[src/pport_map.vh]
// Register offsets, field positions and reset values of the address port
`ifndef PPORT_MAP_VH
`define PPORT_MAP_VH
`define ADDR_REG_OFFSET 4'h0
`define PIN_ENABLE_OFFSET 4'h1
`define ADDR_RESET 16'h0000
`define PIN_ENABLE_RESET 16'h0000
`define TOP_ADDR_BIT 15
`define CS1_BIT 14
`define LOW_ADDR_MSB 13
`define PIN_ENABLE_MASK 16'h47ff
`define PIN_ENABLE_MASK_SMALL 16'h4003
`endif

[src/pad_mux.v]
// One shared pad: address function or port I/O
`timescale 1ns/100ps
module pad_mux
(
    input wire clk,
    input wire rst,
    input wire sel,
    input wire port_out,
    input wire port_oe,
    input wire func_out,
    input wire func_oe,
    output reg pad_out,
    output reg pad_oe
);
    always @(posedge clk)
    begin
        if (rst)
        begin
            pad_out <= 1'b0;
            pad_oe <= 1'b0;
        end
        else if (sel)
        begin
            pad_out <= func_out;
            pad_oe <= func_oe;
        end
        else
        begin
            // Port I/O passes untouched when not selected
            pad_out <= port_out;
            pad_oe <= port_oe;
        end
    end
endmodule // pad_mux

[src/parallel_port_address_pin_enable.v]
// Address register, pin-enable register and pad steering of the port
//
// Design decisions made here: the register addresses and the address-and-strobe port.
`timescale 1ns/100ps
`include "pport_map.vh"
module parallel_port_address_pin_enable
#(
    parameter SMALL_VARIANT = 0
)
(
    input wire clk,
    input wire rst,
    input wire [3:0] addr,
    input wire [15:0] wdata,
    input wire wr,
    input wire rd,
    output reg [15:0] rdata,
    input wire bus_cycle,
    input wire latch_phase_en,
    input wire latch_high,
    input wire latch_low,
    input wire [15:0] port_out,
    input wire [15:0] port_oe,
    output wire [15:0] pad_out,
    output wire [15:0] pad_oe,
    output reg [15:0] address_out,
    output reg chip_select_one_strobe
);
    // Small variant has no pads for 10:2, so those enables stay clear
    localparam [15:0] EN_MASK = SMALL_VARIANT ? `PIN_ENABLE_MASK_SMALL :
        `PIN_ENABLE_MASK;
    localparam integer PAD_COUNT = 16;

    reg [15:0] parallel_destination_address_reg;
    reg [15:0] parallel_pin_function_enable_reg;
    reg [15:0] addr_line_out;
    reg [15:0] addr_line_oe;
    reg cs_pad_out;
    reg cs_pad_oe;
    reg [1:0] latch_pad_out;
    reg [1:0] latch_pad_oe;
    reg [15:0] func_out;
    reg [15:0] func_oe;
    reg [15:0] read_value;
    wire addr_hit;
    wire enable_hit;
    wire addr_write;
    wire enable_write;
    integer i;

    // Register decode for the write path; the read path decodes addr in its own case
    assign addr_hit = (addr == `ADDR_REG_OFFSET);
    assign enable_hit = (addr == `PIN_ENABLE_OFFSET);
    assign addr_write = wr & addr_hit;
    assign enable_write = wr & enable_hit;

    // Field-wise writes keep each address field on its own line
    always @(posedge clk)
    begin
        if (rst)
        begin
            parallel_destination_address_reg <= `ADDR_RESET;
        end
        else if (addr_write)
        begin
            parallel_destination_address_reg[`TOP_ADDR_BIT] <=
                wdata[`TOP_ADDR_BIT];
            parallel_destination_address_reg[`CS1_BIT] <=
                wdata[`CS1_BIT];
            parallel_destination_address_reg[`LOW_ADDR_MSB:0] <=
                wdata[`LOW_ADDR_MSB:0];
        end
    end

    // Unimplemented positions are never stored, so they always read zero
    always @(posedge clk)
    begin
        if (rst)
        begin
            parallel_pin_function_enable_reg <= `PIN_ENABLE_RESET;
        end
        else if (enable_write)
        begin
            parallel_pin_function_enable_reg[15] <= 1'b0;
            parallel_pin_function_enable_reg[`CS1_BIT] <=
                wdata[`CS1_BIT] & EN_MASK[`CS1_BIT];
            parallel_pin_function_enable_reg[13:11] <= 3'b000;
            parallel_pin_function_enable_reg[10:2] <=
                wdata[10:2] & EN_MASK[10:2];
            parallel_pin_function_enable_reg[1:0] <=
                wdata[1:0] & EN_MASK[1:0];
        end
    end

    // Unmapped indices read back zero
    always @*
    begin
        read_value = 16'h0000;
        case (addr)
            `ADDR_REG_OFFSET:
            begin
                read_value = parallel_destination_address_reg;
            end
            `PIN_ENABLE_OFFSET:
            begin
                read_value = parallel_pin_function_enable_reg;
            end
            default:
            begin
                read_value = 16'h0000;
            end
        endcase
    end

    // Read data stand for the one cycle after the strobe only
    always @(posedge clk)
    begin
        if (rst)
        begin
            rdata <= 16'h0000;
        end
        else if (rd)
        begin
            rdata <= read_value;
        end
        else
        begin
            rdata <= 16'h0000;
        end
    end

    // Registered copies lag the register by one cycle
    always @(posedge clk)
    begin
        if (rst)
        begin
            address_out <= 16'h0000;
            chip_select_one_strobe <= 1'b0;
        end
        else
        begin
            address_out <= parallel_destination_address_reg;
            chip_select_one_strobe <=
                parallel_destination_address_reg[`CS1_BIT];
        end
    end

    // Address function of every pad; driven only during a bus cycle
    always @*
    begin
        addr_line_out = 16'h0000;
        addr_line_oe = 16'h0000;
        for (i = 0; i < PAD_COUNT; i = i + 1)
        begin
            addr_line_out[i] = parallel_destination_address_reg[i];
            addr_line_oe[i] = bus_cycle;
        end
    end

    // Pad fourteen carries the chip select level and, while its enable bit is set,
    // is driven at all times, so the peripheral never sees a floating select
    always @*
    begin
        cs_pad_out = parallel_destination_address_reg[`CS1_BIT];
        cs_pad_oe = 1'b1;
    end

    // Latch strobes take pads 1:0 over from the address bits
    always @*
    begin
        if (latch_phase_en)
        begin
            latch_pad_out = {latch_high, latch_low};
            latch_pad_oe = 2'b11;
        end
        else
        begin
            latch_pad_out = addr_line_out[1:0];
            latch_pad_oe = addr_line_oe[1:0];
        end
    end

    // Merge the three pad groups into one function vector
    always @*
    begin
        func_out = addr_line_out;
        func_oe = addr_line_oe;
        func_out[`CS1_BIT] = cs_pad_out;
        func_oe[`CS1_BIT] = cs_pad_oe;
        func_out[1:0] = latch_pad_out;
        func_oe[1:0] = latch_pad_oe;
    end

    // Each pad is registered, so pads lag their inputs by one cycle;
    // this keeps every pad output glitch free at the cost of latency.
    // Pads whose enable bit is clear pass port I/O untouched.
    genvar g;
    generate
        for (g = 0; g < 16; g = g + 1)
        begin : pads
            pad_mux u_pad
            (
                .clk(clk),
                .rst(rst),
                .sel(parallel_pin_function_enable_reg[g]),
                .port_out(port_out[g]),
                .port_oe(port_oe[g]),
                .func_out(func_out[g]),
                .func_oe(func_oe[g]),
                .pad_out(pad_out[g]),
                .pad_oe(pad_oe[g])
            );
        end
    endgenerate
endmodule // parallel_port_address_pin_enable

[config.mk]
export PLATFORM = sky130hd
export DESIGN_NAME = parallel_port_address_pin_enable
export DESIGN_NICKNAME = d
export VERILOG_FILES = /design/src/pad_mux.v /design/src/parallel_port_address_pin_enable.v
export VERILOG_INCLUDE_DIRS = /design/src /design/src/src
export SDC_FILE = /design/constraint.sdc
export NUM_CORES = 1
export LEC_CHECK = 0
export BUFFER_PORTS_ARGS = -buffer_cell sky130_fd_sc_hd__buf_2
export CORE_MARGIN = 3
export CORE_UTILIZATION = 50
export DETAILED_ROUTE_END_ITERATION = 7
export GPL_TIMING_DRIVEN = 0
export PLACE_DENSITY = 0.84
export SLEW_MARGIN = 15
export SYNTH_ARGS = -nofsm -noshare
export SYNTH_HDL_FRONTEND = slang
export SYNTH_SLANG_ARGS = --single-unit
[constraint.sdc]
create_clock -name clk -period 3 [get_ports clk]
set_input_delay 0.45 -clock clk [delete_from_list [all_inputs] [get_ports clk]]
set_output_delay 0.45 -clock clk [all_outputs]
set_load 0.02 [all_outputs]
After elaboration in Yosys (flattened, before gate mapping). Cells that the tools add are included.

Input bits: 60. Register bits after elaboration: 93.

Reductions and logical operators: 2. Bitwise gates (word level): 3. Equality and inequality tests: 1. Mux-type cells: 27.

Operator list (count): 16-bit one-hot mux with 2 select lines (1); 1-bit two-way mux (24); 4-bit by 1-bit == test with 1-bit output, second input constant (1); 4-bit zero test (1); 2-bit two-way mux (2); 1-bit AND (2); 2-bit OR reduction (1); 1-bit inverter (1).

Logic depth before layout (Yosys ltp).
Word-level depth: 2. Depth in mapped cells: 5.

Modules after synthesis. From an unflattened synthesis, not the netlist that was laid out.

Cell total of the unflattened synthesis: 295. Area, all modules: 3229.3 µm².

By module, submodules not included: parallel_port_address_pin_enable (area each 2148.3 µm², cells an instance 199, sequential area each 1201.2 µm², instances 1); pad_mux (area each 67.6 µm², cells an instance 6, sequential area each 40.0 µm², instances 16).

Least setup slack after synthesis. No wires, ideal clock.

Kind: input to register. Start point: input port rst. End point: register rdata[10]. Data required time: 2943 ps. Arrival: 1450 ps. Buffers on the path: 1. Library setup time: 57 ps. Slack: 1493 ps. Stages on the path: 4. Cells stage by stage: or3b_4 -> nor4b_4 -> buf_6 -> a22o_2.

Cells in the longest elaborated chain, start to end: 1.

Ends and longest elaborated chain: start, declared (RTL line parallel_port_address_pin_enable.v:12) `input wire rst,`; 2-bit OR reduction (no line); end signal, assigned (RTL line parallel_port_address_pin_enable.v:124) `rdata <= read_value;`; end, declared (RTL line parallel_port_address_pin_enable.v:17) `output reg [15:0] rdata,`.

Every way passes these cells. A chain may end at the register's enable or synchronous reset.

Worst setup path after layout.
Start point: input port rst. End point: register pads[2].u_pad.pad_oe.

RTL lines: end signal, assigned (RTL line pad_mux.v:25) `pad_oe <= func_oe;`; end signal, assigned (RTL line pad_mux.v:31) `pad_oe <= port_oe;`; end, declared (RTL line pad_mux.v:13) `output reg pad_oe`.

No word-level cell between the ends.

==> metrics <==
outcome finished clean; number of global-route vias before repair 2429; DRT antenna net count 0; Leakage Power 2.11 nW; Critical Path Fanout Max 10; DR iter-0 viols 67; Comb power frac 8.9%; Antenna Cells 0; setup TNS 0 ns; via count 2457; Fmax 619 MHz; CP Capture Type flop; WHS Path Cells 2; Worst VDD drop 358 uV; proportion of layout cells with a drive suffix above 1 42.5%; critical path arrival 1.83 ns; Hold Buf Count CTS 0; Clock Sinks 92; Yosys reg bits 92; Clk pin slew, worst setup/hold paths 0.08 ns; DRC 0; post-DP HPWL 5490 um; Int Power 1.85 mW; Initial Util 52.3%; Worst-Skew Late Latency 0.35 ns; die area 7780 sq um; Clock power frac 38.0%; Req. time, crit path 3.22 ns; first drt pass iteration count 4; cell area after synthesis 3380 sq um; Root Buffer clkbuf_8; Critical Path End pads[2].u_pad.pad_oe; Reg power frac 53.1%; Row Count 29; Net Sw Frac 22.2%; largest net degree at the start of global routing 15; Slew Viols, Final 0; headroom to the max-slew limit 55.6%; fin nets 500; Post-CTS Setup Inserts 0; IO Pins 125; Hold Fails Final Rpt 0; clk_skew 0.00607 ns; Max Cap Viol 0; FF-to-FF Start parallel_pin_function_enable_reg[1]; Syn-to-layout area delta 27.5%; Resized Gates After CTS 0; final worst setup slack 1.39 ns; Syn Nets 366; GRT Util Overall 19.8%; synth warn 0; Core Util, Final 66.7%; post-synthesis sequential area ratio 54.5%; CP startpoint rst; GRT Residual Overflow 0; drt total wl 7560 um; CTS Buf Count 9; global-route wire length before repair 11400 um; clk buf depth 2; final setup fails 0; Worst Max-Slew Pin Slew 0.666 ns; pre-CTS WS 0.935 ns; Avg Inst Size Synth 11.0 sq um; pwr/cell area 551 nW/um^2; IO Port Bufs 123; WL per Instance 14.5 um; GPL Wtd Cong 0.772; DR vias/cell 4.71; fin crit period 1.61 ns; Unique masters post-synth 21; critical path class in2reg; Reg-to-Reg End pads[1].u_pad.pad_out; Hold Crit Class in2reg; htree depth 3; antenna violations before repair 0; FF-to-FF setup slack 2.16 ns; Syn Inst Count 306; Die Span Y 88.2 um; Startpoint Class input port; fin crit share 53.8%; TritonCTS clock tree yes; Die Wd 88.2 um; Sw Pwr 528 uW; RSZ-0062 raised after global routing false; core area 6460 sq um; cells on worst reg2reg path 2
-- critical path, stage by stage --
cell and delay [ns]:
buf_2 0.12, buf_2 0.21, clkbuf_1 0.39, clkbuf_1 0.53, nor2_1 0.12
-- power groups by stage --
stage / Sequential [mW] / Combinational (mW) / Clock [mW]
final: 1.26 / 0.211 / 0.903
after global routing: 1.27 / 0.231 / 0.970
after CTS: 1.26 / 0.214 / 0.918
after detailed placement: 1.29 / 0.213 / 0
after global placement: 1.29 / 0.209 / 0
after floorplan: 1.29 / 0.128 / 0
-- cell usage in the layout (no fill, tap or decap), types with 4 or more instances in the layout --
cell	count
nor2_1	27
inv_1	12
a22o_1	6
mux2i_1	45
nand2b_1	36
a211oi_1	4
clkbuf_1	10
mux2_2	4
clkbuf_8	10
nor2b_1	17
dfxtp_1	92
buf_4	34
a22o_2	6
and2_1	4
buf_2	126
-- final cells by class --
cell class	count	area, sq um
clock inverter	4	72.6
sequential	92	1840
inverter	12	45.0
clock buffer	12	145
fill	554	2150
multi-input combinational	154	1170
timing repair buffer	123	616
tap	77	96.3
buffer	48	327
-- kinds of logic after synthesis --
family	share of synthesized area, %
multiplexers	14.7
flip-flops	54.5
buffers and inverters	11.0
AO/OA/AOI/OAI	4.22
AND/OR/NAND/NOR	15.7
-- routing by layer --
layer / up-vias / GRT usage, % / part of all wire (%)
li1: 1227 / - / -
met1: 1124 / 23.0 / 42
met2: 97 / 33.6 / 48
met3: 9 / 7.82 / 9.7
met4: 0 / 6.18 / 0.98
met5: - / 0 / 0
-- per-stage QoR --
stage	instance area, sq um	total power [mW]	instances	hold WS (ns)
after global routing	4310	2.47	522	0.300
after detailed placement	4090	1.50	506	0.434
after CTS	4310	2.39	522	0.294
final	4310	2.38	522	0.303
after floorplan	3380	1.42	306	0.421
after global placement	4090	1.50	506	0.428
-- worst min-delay path by stage --
stage,startpoint,endpoint,slack (ns)
CTS,port_oe[15],pads[15].u_pad.pad_oe,0.29
finish,port_out[13],pads[13].u_pad.pad_out,0.30
detailed placement,addr_line_out[15],rdata[15],0.43
global placement,addr_line_out[12],rdata[12],0.43
floorplan,addr_line_out[11],rdata[11],0.42
global route,port_out[11],pads[11].u_pad.pad_out,0.30
-- cell usage after synthesis, drive strengths merged --
library cell,instances,area [sq um]
nor4b,1,23.8
a211oi,4,30.0
mux2i,45,450
nor4,1,21.3
or3b,1,11.3
mux2,4,45.0
nor2b,17,106
dfxtp,92,1840
clkbuf,8,30.0
nand2b,36,225
inv,12,45.0
and3b,1,8.76
and2,4,25.0
and3,1,6.26
a22o,12,113
nor2,27,101
buf,40,297
Power figures use the tool's default switching activity.
